<file path="src/rtl/dsp_boot_loader_map.svh">
`ifndef DSP_BOOT_LOADER_MAP_SVH
`define DSP_BOOT_LOADER_MAP_SVH

// ----------------------------------------
// boot source base addresses
// ----------------------------------------
`define BL_BOOT1_ADDR     24'h001000
`define BL_BOOT2_ADDR     24'h400000
`define BL_BOOT3_ADDR     24'hFFF000

// ----------------------------------------
// header word 0: memory width codes
// ----------------------------------------
`define BL_WIDTH_8        8'h08
`define BL_WIDTH_16       8'h10
`define BL_WIDTH_32       8'h20

// ----------------------------------------
// header word 1: bus control fields
// ----------------------------------------
`define BL_WCNT_LSB       5
`define BL_WCNT_W         3
`define BL_BUS_CTRL_RST   32'h0000_0000

// ----------------------------------------
// header words 2 and 3: block length limit and destination width
// ----------------------------------------
`define BL_LEN_W          24
`define BL_ADDR_W         24

// ----------------------------------------
// serial port word
// ----------------------------------------
`define BL_SER_WORD_BITS  32

// ----------------------------------------
// branch slot table
// ----------------------------------------
`define BL_VEC_BASE       24'h809FC0
`define BL_VEC_EXT_IRQ_PIN_0       6'h01
`define BL_VEC_XMIT       6'h05
`define BL_VEC_RECV       6'h06
`define BL_VEC_TIM_A      6'h09
`define BL_VEC_TIM_B      6'h0A
`define BL_VEC_DMA        6'h0B
`define BL_VEC_FIRST_TRAP_SLOT      6'h20
`define BL_TRAP_LAST      5'h1B

`endif

</file>
<file path="src/rtl/dsp_boot_loader_pkg.sv">
package dsp_boot_loader_pkg;

  typedef enum logic [3:0] {
    S_OFF,
    S_POLL,
    S_GAP,
    S_READ,
    S_SER,
    S_WORD,
    S_WRITE,
    S_RUN,
    S_ERR
  } state_t;

  typedef enum logic [2:0] {
    PH_WIDTH,
    PH_BUSCFG,
    PH_LEN,
    PH_DEST,
    PH_CODE
  } phase_t;

  typedef enum logic [1:0] {
    SRC_BOOT1,
    SRC_BOOT2,
    SRC_BOOT3,
    SRC_SERIAL
  } boot_src_t;

  typedef enum logic [1:0] {
    MW_8,
    MW_16,
    MW_32
  } mem_width_t;

  typedef enum logic [3:0] {
    VEC_EXT_IRQ_PIN_0,
    VEC_EXT_IRQ_PIN_1,
    VEC_EXT_IRQ_PIN_2,
    VEC_EXT_IRQ_PIN_3,
    VEC_XMIT,
    VEC_RECV,
    VEC_TIM_A,
    VEC_TIM_B,
    VEC_DMA,
    VEC_TRAP
  } vec_src_t;

endpackage : dsp_boot_loader_pkg

</file>
<file path="src/rtl/boot_ser_if.sv">
`timescale 1ns/1ps
interface boot_ser_if;
  logic        enable;
  logic [31:0] word;
  logic        valid;

  modport rx
  (
    input  enable,
    output word,
    output valid
  );

  modport core
  (
    output enable,
    input  word,
    input  valid
  );
endinterface : boot_ser_if

</file>
<file path="src/rtl/dsp_boot_loader.sv">
`timescale 1ns/1ps
`include "dsp_boot_loader_map.svh"
// Function
// - loader only when strap high on the first clock edge after reset release
// - sample four active-low interrupt pins for source
// - pins map to three regions and serial
// - header word 0 gives width 8/16/32
// - header word 1 sets later access timing
// - word 2 length, word 3 destination
// - assemble full 32-bit words from narrow reads
// - copy exactly length words to consecutive addresses
// - code words use same ordering as header
// - further blocks carry own length and destination
// - zero length after block ends loading
// - execution starts at first block destination
// - serial port locked to 32-bit frame-synced bursts
// - serial header holds only length and destination
// - loader-mode vectors point into final 63 RAM words
// - fixed branch slot layout per source
module dsp_boot_loader
  import dsp_boot_loader_pkg::*;
(
  // clock and reset
  input  wire logic                      i_core_clk,
  input  wire logic                      i_rst_b,
  // strap and source select pins
  input  wire logic                      i_boot_mode_strap_pin,
  input  wire logic                      i_ext_irq_pin_0_b,
  input  wire logic                      i_ext_irq_pin_1_b,
  input  wire logic                      i_ext_irq_pin_2_b,
  input  wire logic                      i_ext_irq_pin_3_b,
  // boot memory read port
  output logic                           o_mem_rd_req,
  output logic [23:0]                    o_mem_addr,
  input  wire logic [31:0]               i_mem_rd_data,
  input  wire logic                      i_mem_rd_ack,
  output logic [31:0]                    o_bus_ctrl,
  // destination write port
  output logic                           o_wr_req,
  output logic [23:0]                    o_wr_addr,
  output logic [31:0]                    o_wr_data,
  input  wire logic                      i_wr_ack,
  // serial port 0 pins
  input  wire logic                      i_ser_bit_clk,
  input  wire logic                      i_receive_frame_sync,
  input  wire logic                      i_ser_data,
  output logic                           o_ser_fixed32_lock,
  // vector lookup
  input  wire dsp_boot_loader_pkg::vec_src_t i_vec_src,
  input  wire logic [4:0]                i_vec_trap_num,
  output logic [23:0]                    o_vec_addr,
  // status
  output logic                           o_boot_loader_mode,
  output logic                           o_exec_start,
  output logic [23:0]                    o_exec_addr,
  output logic                           o_boot_error
);
  import dsp_boot_loader_pkg::*;

  state_t      state_q;
  state_t      state_d;
  phase_t      phase_q;
  boot_src_t   src_q;
  mem_width_t  width_q;
  mem_width_t  width_rd;
  logic        captured_q;
  logic        boot_mode_q;
  logic [3:0]  irq_b;
  logic [1:0]  piece_q;
  logic [1:0]  last_piece;
  logic [31:0] word_q;
  logic [31:0] word_asm;
  logic [2:0]  gap_cnt_q;
  logic [23:0] count_q;
  logic        first_block_q;
  logic        rd_done;
  logic        rd_bad_width;
  logic        wr_done;
  logic [5:0]  vec_num;

  boot_ser_if ser ();

  serial_word_rx u_ser_rx
  (
    .i_core_clk           (i_core_clk),
    .i_rst_b              (i_rst_b),
    .i_ser_bit_clk        (i_ser_bit_clk),
    .i_receive_frame_sync (i_receive_frame_sync),
    .i_ser_data           (i_ser_data),
    .ser                  (ser.rx)
  );

  // ----------------------------------------
  // strap capture
  // ----------------------------------------
  // caught on the first edge after release, never under reset
  always_ff @(posedge i_core_clk or negedge i_rst_b)
  begin
    if (!i_rst_b)
    begin
      captured_q  <= 1'b0;
      boot_mode_q <= 1'b0;
    end
    else if (!captured_q)
    begin
      captured_q  <= 1'b1;
      boot_mode_q <= i_boot_mode_strap_pin;
    end
  end

  assign o_boot_loader_mode = boot_mode_q;
  assign irq_b = {i_ext_irq_pin_3_b, i_ext_irq_pin_2_b, i_ext_irq_pin_1_b, i_ext_irq_pin_0_b};

  // ----------------------------------------
  // read assembly
  // ----------------------------------------
  // width of the very first piece comes from its own low byte
  always_comb
  begin
    width_rd     = width_q;
    rd_bad_width = 1'b0;
    if (phase_q == PH_WIDTH && piece_q == 2'h0)
    begin
      case (i_mem_rd_data[7:0])
        `BL_WIDTH_8:  width_rd = MW_8;
        `BL_WIDTH_16: width_rd = MW_16;
        `BL_WIDTH_32: width_rd = MW_32;
        default:      rd_bad_width = 1'b1;
      endcase
    end
    case (width_rd)
      MW_8:    last_piece = 2'h3;
      MW_16:   last_piece = 2'h1;
      default: last_piece = 2'h0;
    endcase
    word_asm = word_q;
    case (width_rd)
      MW_8:    word_asm[8*piece_q +: 8] = i_mem_rd_data[7:0];
      MW_16:   word_asm[16*piece_q[0] +: 16] = i_mem_rd_data[15:0];
      default: word_asm = i_mem_rd_data;
    endcase
  end

  assign rd_done    = (state_q == S_READ) && i_mem_rd_ack;
  assign wr_done    = (state_q == S_WRITE) && i_wr_ack;

  // ----------------------------------------
  // main sequence
  // ----------------------------------------
  always_comb
  begin
    state_d = state_q;
    case (state_q)
      S_OFF:
        if (captured_q && boot_mode_q)
          state_d = S_POLL;
      S_POLL:
        if (!irq_b[0] || !irq_b[1] || !irq_b[2])
          state_d = S_GAP;
        else if (!irq_b[3])
          state_d = S_SER;
      S_GAP:
        if (gap_cnt_q == 3'h0)
          state_d = S_READ;
      S_READ:
        if (rd_done && rd_bad_width)
          state_d = S_ERR;
        else if (rd_done && piece_q == last_piece)
          state_d = S_WORD;
        else if (rd_done)
          state_d = S_GAP;
      S_SER:
        if (ser.valid)
          state_d = S_WORD;
      S_WORD:
        case (phase_q)
          PH_LEN:
            if (word_q == 32'h0000_0000)
              state_d = first_block_q ? S_ERR : S_RUN;
            else if (word_q[31:`BL_LEN_W] != 8'h00)
              state_d = S_ERR;
            else
              state_d = (src_q == SRC_SERIAL) ? S_SER : S_GAP;
          PH_CODE:
            state_d = S_WRITE;
          default:
            state_d = (src_q == SRC_SERIAL) ? S_SER : S_GAP;
        endcase
      S_WRITE:
        if (wr_done)
          state_d = (src_q == SRC_SERIAL) ? S_SER : S_GAP;
      S_RUN:
        state_d = S_RUN;
      S_ERR:
        state_d = S_ERR;
      default:
        state_d = S_ERR;
    endcase
  end

  always_ff @(posedge i_core_clk or negedge i_rst_b)
  begin
    if (!i_rst_b)
      state_q <= S_OFF;
    else
      state_q <= state_d;
  end

  // ----------------------------------------
  // source and header phase
  // ----------------------------------------
  always_ff @(posedge i_core_clk or negedge i_rst_b)
  begin
    if (!i_rst_b)
    begin
      src_q   <= SRC_BOOT1;
      phase_q <= PH_WIDTH;
    end
    else if (state_q == S_POLL)
    begin
      if (!irq_b[0])
        src_q <= SRC_BOOT1;
      else if (!irq_b[1])
        src_q <= SRC_BOOT2;
      else if (!irq_b[2])
        src_q <= SRC_BOOT3;
      else
        src_q <= SRC_SERIAL;
      phase_q <= (irq_b[2:0] == 3'h7) ? PH_LEN : PH_WIDTH;
    end
    else if (state_q == S_WORD)
    begin
      case (phase_q)
        PH_WIDTH:  phase_q <= PH_BUSCFG;
        PH_BUSCFG: phase_q <= PH_LEN;
        PH_LEN:    phase_q <= PH_DEST;
        PH_DEST:   phase_q <= PH_CODE;
        default:   phase_q <= PH_CODE;
      endcase
    end
    else if (wr_done && count_q == 24'h00_0001)
      phase_q <= PH_LEN;
  end

  // ----------------------------------------
  // boot memory access
  // ----------------------------------------
  always_ff @(posedge i_core_clk or negedge i_rst_b)
  begin
    if (!i_rst_b)
    begin
      o_mem_addr <= 24'h00_0000;
      piece_q    <= 2'h0;
      word_q     <= 32'h0000_0000;
      width_q    <= MW_32;
    end
    else if (state_q == S_POLL)
    begin
      piece_q <= 2'h0;
      if (!irq_b[0])
        o_mem_addr <= `BL_BOOT1_ADDR;
      else if (!irq_b[1])
        o_mem_addr <= `BL_BOOT2_ADDR;
      else if (!irq_b[2])
        o_mem_addr <= `BL_BOOT3_ADDR;
    end
    else if (rd_done)
    begin
      o_mem_addr <= o_mem_addr + 24'h00_0001;
      word_q     <= word_asm;
      width_q    <= width_rd;
      piece_q    <= (piece_q == last_piece) ? 2'h0 : piece_q + 2'h1;
    end
    else if (state_q == S_SER && ser.valid)
      word_q <= ser.word;
  end

  assign o_mem_rd_req = (state_q == S_READ);

  // wait states from the bus control word, before every boot memory read
  always_ff @(posedge i_core_clk or negedge i_rst_b)
  begin
    if (!i_rst_b)
      gap_cnt_q <= 3'h0;
    else if (state_q != S_GAP && state_d == S_GAP)
      gap_cnt_q <= o_bus_ctrl[`BL_WCNT_LSB +: `BL_WCNT_W];
    else if (state_q == S_GAP && gap_cnt_q != 3'h0)
      gap_cnt_q <= gap_cnt_q - 3'h1;
  end

  always_ff @(posedge i_core_clk or negedge i_rst_b)
  begin
    if (!i_rst_b)
      o_bus_ctrl <= `BL_BUS_CTRL_RST;
    else if (state_q == S_WORD && phase_q == PH_BUSCFG)
      o_bus_ctrl <= word_q;
  end

  // ----------------------------------------
  // block copy
  // ----------------------------------------
  always_ff @(posedge i_core_clk or negedge i_rst_b)
  begin
    if (!i_rst_b)
    begin
      count_q       <= 24'h00_0000;
      o_wr_addr     <= 24'h00_0000;
      o_wr_data     <= 32'h0000_0000;
      first_block_q <= 1'b1;
      o_exec_addr   <= 24'h00_0000;
    end
    else if (state_q == S_WORD)
    begin
      case (phase_q)
        PH_LEN:
          count_q <= word_q[`BL_LEN_W-1:0];
        PH_DEST:
        begin
          o_wr_addr <= word_q[`BL_ADDR_W-1:0];
          if (first_block_q)
            o_exec_addr <= word_q[`BL_ADDR_W-1:0];
          first_block_q <= 1'b0;
        end
        PH_CODE:
          o_wr_data <= word_q;
        default:
          count_q <= count_q;
      endcase
    end
    else if (wr_done)
    begin
      o_wr_addr <= o_wr_addr + 24'h00_0001;
      count_q   <= count_q - 24'h00_0001;
    end
  end

  assign o_wr_req           = (state_q == S_WRITE);
  assign o_exec_start       = (state_q == S_WORD) && (state_d == S_RUN);
  assign o_boot_error       = (state_q == S_ERR);
  assign o_ser_fixed32_lock = boot_mode_q && (src_q == SRC_SERIAL) && (state_q != S_OFF)
                              && (state_q != S_POLL);
  assign ser.enable         = o_ser_fixed32_lock && (state_q != S_RUN);

  // ----------------------------------------
  // branch slot lookup
  // ----------------------------------------
  always_comb
  begin
    case (i_vec_src)
      VEC_EXT_IRQ_PIN_0:  vec_num = `BL_VEC_EXT_IRQ_PIN_0;
      VEC_EXT_IRQ_PIN_1:  vec_num = `BL_VEC_EXT_IRQ_PIN_0 + 6'h01;
      VEC_EXT_IRQ_PIN_2:  vec_num = `BL_VEC_EXT_IRQ_PIN_0 + 6'h02;
      VEC_EXT_IRQ_PIN_3:  vec_num = `BL_VEC_EXT_IRQ_PIN_0 + 6'h03;
      VEC_XMIT:  vec_num = `BL_VEC_XMIT;
      VEC_RECV:  vec_num = `BL_VEC_RECV;
      VEC_TIM_A: vec_num = `BL_VEC_TIM_A;
      VEC_TIM_B: vec_num = `BL_VEC_TIM_B;
      VEC_DMA:   vec_num = `BL_VEC_DMA;
      default:   vec_num = `BL_VEC_FIRST_TRAP_SLOT + {1'b0, (i_vec_trap_num > `BL_TRAP_LAST)
                                            ? `BL_TRAP_LAST : i_vec_trap_num};
    endcase
  end

  // loader mode branches through ram slots; otherwise direct vector number
  always_ff @(posedge i_core_clk or negedge i_rst_b)
  begin
    if (!i_rst_b)
      o_vec_addr <= 24'h00_0000;
    else if (boot_mode_q)
      o_vec_addr <= `BL_VEC_BASE + {18'h0_0000, vec_num};
    else
      o_vec_addr <= {18'h0_0000, vec_num};
  end

  // ----------------------------------------
  // checks
  // ----------------------------------------
  AST_NO_LOAD_WITHOUT_STRAP:
  assert property (@(posedge i_core_clk) disable iff (!i_rst_b)
    (captured_q && !boot_mode_q) |-> (state_q == S_OFF) && !o_mem_rd_req && !o_wr_req)
  else $error("loader active with strap low");

  AST_PIN0_WINS:
  assert property (@(posedge i_core_clk) disable iff (!i_rst_b)
    (state_q == S_POLL && !i_ext_irq_pin_0_b)
    |=> (src_q == SRC_BOOT1) && (o_mem_addr == `BL_BOOT1_ADDR) && (state_q == S_GAP))
  else $error("pin 0 did not select first region");

  AST_PIN2_REGION:
  assert property (@(posedge i_core_clk) disable iff (!i_rst_b)
    (state_q == S_POLL && irq_b[1:0] == 2'h3 && !irq_b[2]) |=> o_mem_addr == `BL_BOOT3_ADDR)
  else $error("pin 2 did not select third region");

  AST_SERIAL_SKIPS_CFG:
  assert property (@(posedge i_core_clk) disable iff (!i_rst_b)
    (state_q == S_POLL && irq_b == 4'h7) |=> (state_q == S_SER) && (phase_q == PH_LEN))
  else $error("serial load did not start at length word");

  AST_BYTE_NEEDS_FOUR:
  assert property (@(posedge i_core_clk) disable iff (!i_rst_b)
    (rd_done && width_q == MW_8 && phase_q != PH_WIDTH && piece_q != 2'h3)
    |=> state_q == S_GAP)
  else $error("byte memory word finished early");

  AST_WAIT_STATES:
  assert property (@(posedge i_core_clk) disable iff (!i_rst_b)
    (state_q == S_GAP && $past(state_q) != S_GAP && gap_cnt_q == 3'h2)
    |-> (state_q == S_GAP) [*3] ##1 (state_q == S_READ))
  else $error("wait states not honoured");

  AST_WRITE_STEP:
  assert property (@(posedge i_core_clk) disable iff (!i_rst_b)
    wr_done |=> o_wr_addr == $past(o_wr_addr) + 24'h00_0001)
  else $error("destination did not advance by one");

  AST_BLOCK_END:
  assert property (@(posedge i_core_clk) disable iff (!i_rst_b)
    (wr_done && count_q == 24'h00_0001) |=> phase_q == PH_LEN)
  else $error("block did not end after its length");

  AST_ZERO_ENDS:
  assert property (@(posedge i_core_clk) disable iff (!i_rst_b)
    (state_q == S_WORD && phase_q == PH_LEN && word_q == 32'h0 && !first_block_q)
    |-> o_exec_start ##1 (state_q == S_RUN) && !o_wr_req)
  else $error("zero length did not start execution");

  AST_EXEC_FIRST:
  assert property (@(posedge i_core_clk) disable iff (!i_rst_b)
    (state_q == S_WORD && phase_q == PH_DEST && !first_block_q) |=> $stable(o_exec_addr))
  else $error("execution address moved after first block");

  AST_VEC_WINDOW:
  assert property (@(posedge i_core_clk) disable iff (!i_rst_b)
    boot_mode_q |=> (o_vec_addr > `BL_VEC_BASE) && (o_vec_addr <= `BL_VEC_BASE + 24'h3F))
  else $error("branch slot outside last 63 words");
endmodule : dsp_boot_loader

</file>
<file path="src/rtl/serial_word_rx.sv">
`timescale 1ns/1ps
`include "dsp_boot_loader_map.svh"
module serial_word_rx
(
  // clock and reset
  input  wire logic i_core_clk,
  input  wire logic i_rst_b,
  // serial pins
  input  wire logic i_ser_bit_clk,
  input  wire logic i_receive_frame_sync,
  input  wire logic i_ser_data,
  // to loader core
  boot_ser_if.rx    ser
);
  logic        clk_prev_q;
  logic        busy_q;
  logic [5:0]  bit_cnt_q;
  logic [31:0] shift_q;
  logic        rise;

  assign rise = i_ser_bit_clk & ~clk_prev_q;

  always_ff @(posedge i_core_clk or negedge i_rst_b)
  begin
    if (!i_rst_b)
      clk_prev_q <= 1'b0;
    else
      clk_prev_q <= i_ser_bit_clk;
  end

  // ----------------------------------------
  // fixed 32-bit burst, msb first
  // ----------------------------------------
  always_ff @(posedge i_core_clk or negedge i_rst_b)
  begin
    if (!i_rst_b)
    begin
      busy_q    <= 1'b0;
      bit_cnt_q <= 6'h00;
      shift_q   <= 32'h0000_0000;
      ser.valid <= 1'b0;
      ser.word  <= 32'h0000_0000;
    end
    else
    begin
      ser.valid <= 1'b0;
      if (!ser.enable)
        busy_q <= 1'b0;
      else if (rise && !busy_q && i_receive_frame_sync)
      begin
        busy_q    <= 1'b1;
        bit_cnt_q <= 6'h00;
      end
      else if (rise && busy_q)
      begin
        shift_q   <= {shift_q[30:0], i_ser_data};
        bit_cnt_q <= bit_cnt_q + 6'h01;
        if (bit_cnt_q == 6'(`BL_SER_WORD_BITS - 1))
        begin
          busy_q    <= 1'b0;
          ser.valid <= 1'b1;
          ser.word  <= {shift_q[30:0], i_ser_data};
        end
      end
    end
  end

  AST_SER_VALID_PULSE:
  assert property (@(posedge i_core_clk) disable iff (!i_rst_b)
    ser.valid |=> !ser.valid)
  else $error("serial word valid held longer than one cycle");

  AST_SER_NEEDS_32:
  assert property (@(posedge i_core_clk) disable iff (!i_rst_b)
    ser.valid |-> $past(busy_q) && $past(bit_cnt_q) == 6'h1F)
  else $error("serial word completed before 32 bits");
endmodule : serial_word_rx

</file>
<file path="config.mk">
export PLATFORM = sky130hd
export DESIGN_NAME = dsp_boot_loader
export DESIGN_NICKNAME = d
export VERILOG_FILES = /design/src/rtl/dsp_boot_loader_pkg.sv /design/src/rtl/boot_ser_if.sv /design/src/rtl/dsp_boot_loader.sv /design/src/rtl/serial_word_rx.sv
export VERILOG_INCLUDE_DIRS = /design/src /design/src/rtl
export SDC_FILE = /design/constraint.sdc
export NUM_CORES = 1
export LEC_CHECK = 0
export ABC_AREA = 0
export BUFFER_PORTS_ARGS = -buffer_cell sky130_fd_sc_hd__buf_2
export CAP_MARGIN = 20
export CORE_MARGIN = 2
export CORE_UTILIZATION = 44
export DETAILED_ROUTE_END_ITERATION = 10
export PLACE_DENSITY = 0.63
export SYNTH_ARGS = -nofsm -noshare
export SYNTH_HDL_FRONTEND = slang
export SYNTH_SLANG_ARGS = --single-unit
</file>
<file path="constraint.sdc">
create_clock -name i_core_clk -period 7.2 [get_ports i_core_clk]
set_input_delay 1.44 -clock i_core_clk [delete_from_list [all_inputs] [get_ports i_core_clk]]
set_output_delay 1.44 -clock i_core_clk [all_outputs]
set_load 0.01 [all_outputs]
</file>
Word level (Yosys, flattened, before mapping):

Index checks and enable logic that the tools add are counted.

* add/sub/neg operators: 10
* magnitude comparators: 1
* equality and inequality tests: 39
* shift operators: 4
* multiplexer cells: 62
* bitwise gates (word level): 4
* reduce and logical (&&, ||, !) cells: 54

Operators with widths (number)
* 24-bit two-way mux: 12
* 5-bit negator with 34-bit output: 2
* 32-bit bitwise mux: 2
* 32-bit two-way mux: 2
* 32-bit case mux with 2 select lines: 1
* 6-bit case mux with 9 select lines: 1
* 24-bit by 1-bit adder with 24-bit output (second input constant): 2
* 4-bit two-way mux: 12
* 4-bit by 3-bit == test with 1-bit output (second input constant): 9
* 16-bit by 34-bit variable shift with 32-bit output (first input constant): 1
* 8-bit by 34-bit variable shift with 32-bit output (first input constant): 1
* 16-bit by 34-bit variable part select with 32-bit output: 1
* 8-bit by 34-bit variable part select with 32-bit output: 1
* 32-bit logical NOT: 1
* 4-bit case mux with 8 select lines: 1
* 24-bit by 6-bit adder with 24-bit output (first input constant): 1
* 24-bit by 1-bit == test with 1-bit output (second input constant): 1
* 24-bit by 1-bit subtractor with 24-bit output (second input constant): 1
* 4-bit by 2-bit == test with 1-bit output (second input constant): 5
* 1-bit logical AND: 19
* 3-bit two-way mux: 6
* 2-bit AND reduction: 9
* 2-bit two-way mux: 7
* 6-bit two-way mux: 2
* other kinds (43): 74

* register bits after elaboration: 307
* bits of input ports: 53
* word-level logic and storage cells: 197

Longest topological paths before layout:

Gate-level depths: netlist (run 1).

* depth in word-level cells: 13
* gate-level depth with buffers: 14
* depth with buffers taken out: 10

Cells and area by module:

From an unflattened synthesis (run 1), not the netlist that was laid out.

* cell total of the unflattened synthesis: 1340
* area total of the unflattened synthesis: 14079.8 um2

By module, submodules not included
* dsp_boot_loader: times used 1, cells an instance 1168, area each 11292.1 um2, seq. area each 5457.7 um2
* serial_word_rx: times used 1, cells an instance 172, area each 2787.7 um2, seq. area each 1801.7 um2

Worst setup path after synthesis (run 1):

No wires, ideal clock.

* kind: input port to flip-flop
* from: input port i_mem_rd_data[1]
* to: register gap_cnt_q[0]
* library setup time: 125 ps
* arrival time: 3612 ps
* required time: 7075 ps
* setup slack: 3463 ps
* stages on the path: 9
* cell sequence: or4_4 > o41ai_4 > and3_1 > buf_6 > xnor2_1 > o31a_1 > nor2_4 > nand4bb_4 > mux2_4

* word-level cells in the longest chain between the ends: 13
* elaborated cells between the ends (all ways): 21

RTL lines
* start, declared: RTL line dsp_boot_loader.sv:35 `input wire logic [31:0] i_mem_rd_data,`
* 8-bit by 6-bit == test with 1-bit output (tied with other cells): RTL line dsp_boot_loader.sv:124 `case (i_mem_rd_data[7:0])`
* 2-bit case mux with 3 select lines: RTL line dsp_boot_loader.sv:124
* 2-bit two-way mux: RTL line dsp_boot_loader.sv:122 `if (phase_q == PH_WIDTH && piece_q == 2'h0)`
* 2-bit by 1-bit == test with 1-bit output / 2-bit logical NOT (equally long branches): RTL line dsp_boot_loader.sv:131 `case (width_rd)`
* 2-bit case mux with 2 select lines: RTL line dsp_boot_loader.sv:131
* 2-bit == test: RTL line dsp_boot_loader.sv:168 `else if (rd_done && piece_q == last_piece)`
* 1-bit logical AND: RTL line dsp_boot_loader.sv:168
* 4-bit two-way mux: RTL line dsp_boot_loader.sv:168
* 4-bit two-way mux *: RTL line dsp_boot_loader.sv:166 `if (rd_done && rd_bad_width)`
* 4-bit case mux with 8 select lines *: RTL line dsp_boot_loader.sv:153 `case (state_q)`
* net state_d[0]: RTL line dsp_boot_loader.sv:61 `state_t state_d;`
* 4-bit by 2-bit == test with 1-bit output *: RTL line dsp_boot_loader.sv:285 `else if (state_q != S_GAP && state_d == S_GAP)`
* 1-bit logical AND *: RTL line dsp_boot_loader.sv:285
* 3-bit two-way mux / 2-bit nonzero test (equally long branches)
* end signal, assigned: RTL line dsp_boot_loader.sv:286 `` gap_cnt_q <= o_bus_ctrl[`BL_WCNT_LSB +: `BL_WCNT_W]; ``
* end signal, assigned: RTL line dsp_boot_loader.sv:288 `gap_cnt_q <= gap_cnt_q - 3'h1;`
* end, declared: RTL line dsp_boot_loader.sv:73 `logic [2:0] gap_cnt_q;`

The timed path passes the listed nets; every way through them passes the cells marked *.
A chain may end at the register's enable or synchronous reset.

Worst setup path after layout (run 1):

* from: register state_q[2]
* to: output port o_exec_start

* word-level cells in the longest chain between the ends: 8
* elaborated cells between the ends (all ways): 24

RTL lines
* start, declared: RTL line dsp_boot_loader.sv:60 `state_t state_q;`
* start signal, assigned: RTL line dsp_boot_loader.sv:206 `state_q <= state_d;`
* 4-bit by 2-bit == test with 1-bit output: RTL line dsp_boot_loader.sv:144, dsp_boot_loader.sv:153
* 1-bit logical AND: RTL line dsp_boot_loader.sv:144 `assign rd_done = (state_q == S_READ) && i_mem_rd_ack;`
* 4-bit two-way mux / 1-bit logical AND (equally long branches): RTL line dsp_boot_loader.sv:170, dsp_boot_loader.sv:168
* 4-bit two-way mux: RTL line dsp_boot_loader.sv:168
* 4-bit two-way mux: RTL line dsp_boot_loader.sv:166
* 4-bit case mux with 8 select lines: RTL line dsp_boot_loader.sv:153
* 4-bit by 3-bit == test with 1-bit output: RTL line dsp_boot_loader.sv:338 `assign o_exec_start = (state_q == S_WORD) && (state_d == S_RUN);`
* 1-bit logical AND *: RTL line dsp_boot_loader.sv:338
* end, declared: RTL line dsp_boot_loader.sv:54 `output logic o_exec_start,`

Every way passes the cells marked *; elsewhere a longest branch is shown, timed or not.

==> run summary, run 1 <==
Antenna Nets Post-Route -> 0
Yosys warnings -> 0
Ports -> 219
Slew HR -> 0.238
DP HPWL -> 27600 um
Comb pwr share -> 0.028
Max-slew violation count -> 0
Critical path class -> flip-flop to primary output
DRC errors left -> 0
Critical Path RT -> 5760 ps
Avg Vias per Cell -> 5.81
Top FF cell, synth -> dfrtp_1
Async SR Flop Fraction -> 1.00
Leakage -> 7.93 nW
Max-cap violations -> 0
Pwr dens -> 210 mW/mm^2
DR top layer -> met5
Iteration-0 DRC Markers -> 901
Nets -> 1661
Setup TNS -> 0 ps
Post-Syn Area -> 0.0142 sq mm
Core area -> 0.0316 sq mm
Peak supply drop -> 0.128 mV
Avg WL per Cell -> 20.2 um
Psw -> 0.754 mW
Clock latency on the worst-skew pair -> 510 ps
Seq pwr share -> 0.469
Initial antenna violation count -> 6
CTS max path bufs -> 3
WHS -> 482 ps
First-pass GRT wire length -> 63800 um
Chip Width -> 183 um
Hold Buf Count CTS -> 0
Fin util -> 0.527
Post-route minimum period -> 4190 ps
Grt total ovfl -> 0
Die area -> 0.0337 sq mm
Largest net degree at the start of global routing -> 121
Starting density of the core -> 0.448
WL met1 -> 17700 um
Status -> finished, final reports clean
Final Hold Viols -> 0
Reg clk slew, reported paths -> 60 ps
Worst-Margin Slew -> 1130 ps
GP Congestion -> 0.850
Post-CTS Setup Bufs -> 0
Worst Hold Depth -> 1
Clock skew -> 18.8 ps
Setup crit start kind -> flip-flop
Yosys cell types -> 72
Pre-antenna DRT Iters -> 5
CTS root buffer -> clkbuf_16
Post-synth top area share -> 0.509
CTS tree -> done
Mean Syn Cell Area -> 9.93 sq um
Final setup viols -> 0
Synthesized instance count -> 1427
Metal2 WL -> 19300 um
Worst r2r path cells -> 10
Worst Hold Class -> flip-flop to flip-flop
Crit path arrival time -> 2750 ps
GRT Overall Usage -> 0.240
Ranking of synthesized cells by area -> dfrtp_1 (51%), mux2_2 (9.3%), nand2_1 (5.0%)
Post-cts resize count -> 0
RSZ-0062 raised after global routing -> no
Die Y -> 183 um
Port-buffer cells -> 209
Endpoint class of the critical path -> primary output
Crit-path max FO -> 53
Total CTS buffers -> 34
Fin crit share -> 0.583
Fmax -> 238 MHz
Vias after detailed routing -> 11800
Synthesis-to-layout area growth -> 17.7%
WL final -> 40900 um
EDFF count, synth -> 0
Vias in the first global route -> 11100
Seq/Total Area, Yosys -> 0.512
Synth area leader -> dfrtp_1
Clock power share -> 0.502
Metal3 WL -> 2610 um
Site Rows -> 65
Internal Dissipation -> 2.75 mW
FF+latch count, synth -> 290
H-tree Lvls -> 2
Fillcell total -> 2883
Layout cells sized above 1 -> 0.262
Switching share of total power -> 0.215
Clk sinks -> 290
==> kinds of logic after synthesis <==
family          after synthesis  synth area share
simple gates                466             0.153
compound gates              372             0.164
flops                       290             0.512
mux                         148             0.116
buf+inv                     131            0.0402
fa+ha+maj                    12            0.0106
xor+xnor                      6           0.00371
other cells                   2          0.000530
==> metal layers <==
metal  global-route usage  up-vias
met4               0.0835        4
met5                    0        -
li1                     -     5474
met2                0.382      367
met3               0.0446       80
met1                0.331     5840
==> Yosys cell counts (10+ instances only) <==
library cell,count
o221ai_1,15
clkbuf_1,71
mux2i_1,24
nand3_1,43
mux2_2,117
a31oi_1,21
nor4_1,16
nand2_1,189
nor2_1,103
o211ai_1,11
a21oi_1,103
buf_4,17
ha_1,12
and3_1,18
o21ai_0,131
dfrtp_1,288
o22a_1,20
nor3_1,30
nand4_1,13
inv_1,29
and2_1,10
==> per-stage QoR <==
step                      cells  power [mW]  cell area [sq um]  worst slack (ps)
after global routing       2023        3.62              16700              2800
final                      2024        3.50              16700              3010
after detailed placement   1960        1.77              15500              2600
after CTS                  2018        3.53              16600              2970
after floorplan            1435        1.71              14200              3460
after global placement     1958        1.77              15500              2640
==> registers in the layout, summed over array words and instances, names as in the netlist, 3 cells and up <==
signal	cells
count_q	24
gap_cnt_q	3
o_bus_ctrl	32
o_exec_addr	24
o_mem_addr	24
o_vec_addr	7
o_wr_addr	24
o_wr_data	32
phase_q	3
state_q	4
u_ser_rx.bit_cnt_q	6
u_ser_rx.ser.word	32
u_ser_rx.shift_q	31
word_q	32
==> cell type report <==
type / count / area (sq um) / area share
inverters: 29 / 109 / 0.00653
clock buffers: 45 / 963 / 0.0578
clock inverters: 13 / 173 / 0.0104
repair buffers: 227 / 1240 / 0.0746
diodes: 4 / 10.0 / 0.000600
multi-input cells: 1014 / 6420 / 0.385
flip-flops and latches: 290 / 7260 / 0.435
well taps: 402 / 503 / 0.0302
==> power groups by stage <==
stage / registers (mW) / logic, mW / clock network [mW]
finish: 1.64 / 0.0986 / 1.76
global route: 1.64 / 0.111 / 1.87
CTS: 1.64 / 0.101 / 1.79
detailed placement: 1.67 / 0.100 / 0
global placement: 1.67 / 0.0995 / 0
floorplan: 1.68 / 0.0318 / 0
==> final timing paths <==
| check | slack (ps) | startpoint | end |
|---|---|---|---|
| max in group asynchronous | 4610 | i_rst_b | u_ser_rx.ser.word[5]$_DFFE_PN0P_ |
| worst min-delay path | 480 | o_bus_ctrl[22]$_DFFE_PN0P_ | o_bus_ctrl[22]$_DFFE_PN0P_ |
| worst max register to register | 3270 | piece_q[0]$_DFFE_PN0P_ | gap_cnt_q[0]$_DFFE_PN0P_ |
| worst min register to register | 480 | o_bus_ctrl[22]$_DFFE_PN0P_ | o_bus_ctrl[22]$_DFFE_PN0P_ |
| worst max-delay path | 3010 | state_q[2]$_DFF_PN0_ | o_exec_start |
| min in group asynchronous | 1000 | i_rst_b | o_wr_addr[6]$_DFFE_PN0P_ |
==> critical path: stages (launching register included) <==
cell	delay, ps
dfrtp_1	580
nand2b_1	220
nor2_4	140
buf_4	460
nand2_1	160
nor4_1	440
buf_2	240
==> cell usage in the layout, fill, tap and decap left out, drive strengths merged, types with 18 or more instances in the layout <==
cell | Yosys | final
mux2i | 24 | 24
and3 | 18 | 18
nand3 | 43 | 43
clkbuf | 71 | 45
dfrtp | 288 | 288
buf | 31 | 227
a31oi | 21 | 21
mux2 | 124 | 124
inv | 29 | 30
nor2 | 104 | 104
o21ai | 132 | 132
o22a | 20 | 20
a21oi | 103 | 103
nand2 | 189 | 189
nor3 | 30 | 30
Note: power is estimated with default switching activity, not from simulation.
==> inputs of run 2 (changes only) <==
- ABC_AREA: 0 -> 1
- clock period: 7.2 -> 4.1 ns (I/O delays scaled with it)
==> run summary, run 2 <==
Status -> finished, final reports clean
Top FF cell, synth -> dfrtp_1
Fmax -> 302 MHz
Hold Buf Count CTS -> 0
Endpoint class of the critical path -> primary output
Peak supply drop -> 0.191 mV
Max-cap violations -> 0
Most frequent cells in the layout -> nand2_1 (395), o21ai_0 (293), dfrtp_1 (288)
Nets -> 2077
Async SR Flop Fraction -> 1.00
Fin cells -> 2483
Worst-Margin Slew -> 1010 ps
Clk sinks -> 290
Synthesis-to-layout area growth -> 17.3%
Setup TNS -> 0 ps
GRT Overall Usage -> 0.253
Fin util -> 0.527
Largest family of logic cells by synthesized area -> compound AO/OA/AOI/OAI gates
Pre-antenna DRT Iters -> 8
Met2 Track Usage GR -> 0.397
Initial antenna violation count -> 6
Critical path class -> flip-flop to primary output
CTS max path bufs -> 3
Final Hold Viols -> 0
Count leader, synth -> nand2_1
Critical Path RT -> 3280 ps
WL final -> 44900 um
Adder-Cell Fraction of Synth Area -> 0.0102
Ranking of synthesized cells by area -> dfrtp_1 (49%), nand2_1 (10%), o21ai_0 (10%)
Reg clk slew, reported paths -> 60 ps
First-pass GRT wire length -> 71000 um
Most common cell after layout, fill and taps aside -> nand2_1
Fillcell total -> 3198
Crit-path max FO -> 25
Die Y -> 187 um
Post-cts resize count -> 0
Grt total ovfl -> 0
Start point of the critical path -> state_q[0]$_DFF_PN0_
Avg WL per Cell -> 18.1 um
Max-slew violation count -> 0
Mean Syn Cell Area -> 8.00 sq um
Post-synth top cells -> nand2_1 (399), o21ai_0 (293), dfrtp_1 (288)
Largest net degree at the start of global routing -> 122
Register area -> 0.00726 sq mm
Post-synthesis compound-gate area fraction -> 0.198
Core area -> 0.0327 sq mm
Pwr dens -> 367 mW/mm^2
Antenna Nets Post-Route -> 0
Yosys cell types -> 47
Slew HR -> 0.327
Port-buffer cells -> 209
Grt met1 use -> 0.363
CTS root buffer -> clkbuf_16
Clock skew -> 22.8 ps
GP Congestion -> 0.961
Ports -> 219
Setup crit start kind -> flip-flop
DRC errors left -> 0
Busiest grt layer -> met2
DP HPWL -> 32000 um
End of the worst register-to-register path -> gap_cnt_q[1]$_DFFE_PN0P_
Chip Width -> 187 um
Met3 Usage GRT -> 0.0389
Post-synthesis mux area share -> 0.000681
Vias in the first global route -> 12600
Final setup viols -> 0
XOR/XNOR share of the synthesized area -> 0.0197
Setup crit end -> o_exec_start
Starting density of the core -> 0.449
Vias after detailed routing -> 13500
Post-Syn Area -> 0.0147 sq mm
Reg2Reg Launch Point -> piece_q[0]$_DFFE_PN0P_
Synthesized instance count -> 1837
Seq/Total Area, Yosys -> 0.494
Leakage -> 8.27 nW
Yosys warnings -> 0
EDFF count, synth -> 0
Area of the multi-input gates -> 0.00630 sq mm
Avg Vias per Cell -> 5.42
Site Rows -> 66
Fin crit share -> 0.809
CTS tree -> done
Total power -> 6.33 mW
Synth Area in Simple Gates -> 0.197
FF+latch count, synth -> 290
Placed Instances -> 2414
Post-synth top area share -> 0.491
Layout cells sized above 1 -> 0.165
Post-CTS Setup Bufs -> 0
Post-route minimum period -> 3320 ps
Synth area leader -> dfrtp_1
RSZ-0062 raised after global routing -> no
Iteration-0 DRC Markers -> 1048
R2R Setup Slk -> 1150 ps
Worst r2r path cells -> 18
H-tree Lvls -> 2
Crit path arrival time -> 2500 ps
Clock latency on the worst-skew pair -> 520 ps
Die area -> 0.0349 sq mm
Worst Hold Class -> primary input to async pin
Total CTS buffers -> 35
WHS -> 393 ps
-- run 2: changes by cell type in the layout (fill, tap and decap cells not counted), moves of 20 or more --
cell / delta
nand2_1: +206
mux2i_1: -23
a21oi_1: -25
o21ai_0: +162
nor2_1: +62
inv_2: +20
xor2_1: +22
o22a_1: -20
mux2_2: -117
inv_1: +137
-- run 2: logic make-up after synthesis --
logic type	after synthesis
XOR/XNOR	33
adder cells (fa/ha/maj)	12
multiplexers	1
flip-flops	290
AO/OA/AOI/OAI	517
AND/OR/NAND/NOR	697
buffers and inverters	285
other	2
-- run 2: cell type report --
cell class / instances / share of cell area
diodes: 3 / 0.000436
well taps: 442 / 0.0321
inverters: 186 / 0.0405
repair buffers: 229 / 0.0729
multi-input cells: 1270 / 0.366
clock inverters: 5 / 0.00544
clock buffers: 58 / 0.0617
flip-flops and latches: 290 / 0.421
-- run 2: report_power, final --
part | internal (mW) | switching (mW)
logic | 0.0923 | 0.183
clock network | 1.90 | 1.21
registers | 2.90 | 0.0369
total | 4.89 | 1.43
-- run 2: worst min path at each step --
stage | end | slack (ps) | cells past startpoint
floorplan | o_boot_loader_mode$_DFFE_PN0N_ | 440 | 1
global placement | o_boot_loader_mode$_DFFE_PN0N_ | 450 | 1
detailed placement | o_vec_addr[15]$_DFF_PN0_ | 450 | 0
CTS | u_ser_rx.clk_prev_q$_DFF_PN0_ | 440 | 1
global route | u_ser_rx.clk_prev_q$_DFF_PN0_ | 450 | 1
finish | o_exec_addr[8]$_DFFE_PN0P_ | 390 | 1
-- run 2: critical path, cell delays in order (launching register included) --
cell	delay, ps
dfrtp_1	430
inv_1	100
nor2_2	180
inv_2	80
nor2_4	490
inv_2	80
nor2_2	140
nand3_1	90
nor2_1	200
buf_2	180
-- run 2: metrics by stage --
step,worst slack (ps),cell area (sq um)
finish,784,17200
global route,572,17200
CTS,805,17200
detailed placement,970,16000
global placement,1080,16000
floorplan,1320,14700
-- run 2: metal layers --
layer | vias up | routed length [um]
met5 | - | 34
met3 | 82 | 2840
met2 | 458 | 20500
met1 | 6415 | 20300
met4 | 6 | 1200
li1 | 6496 | -
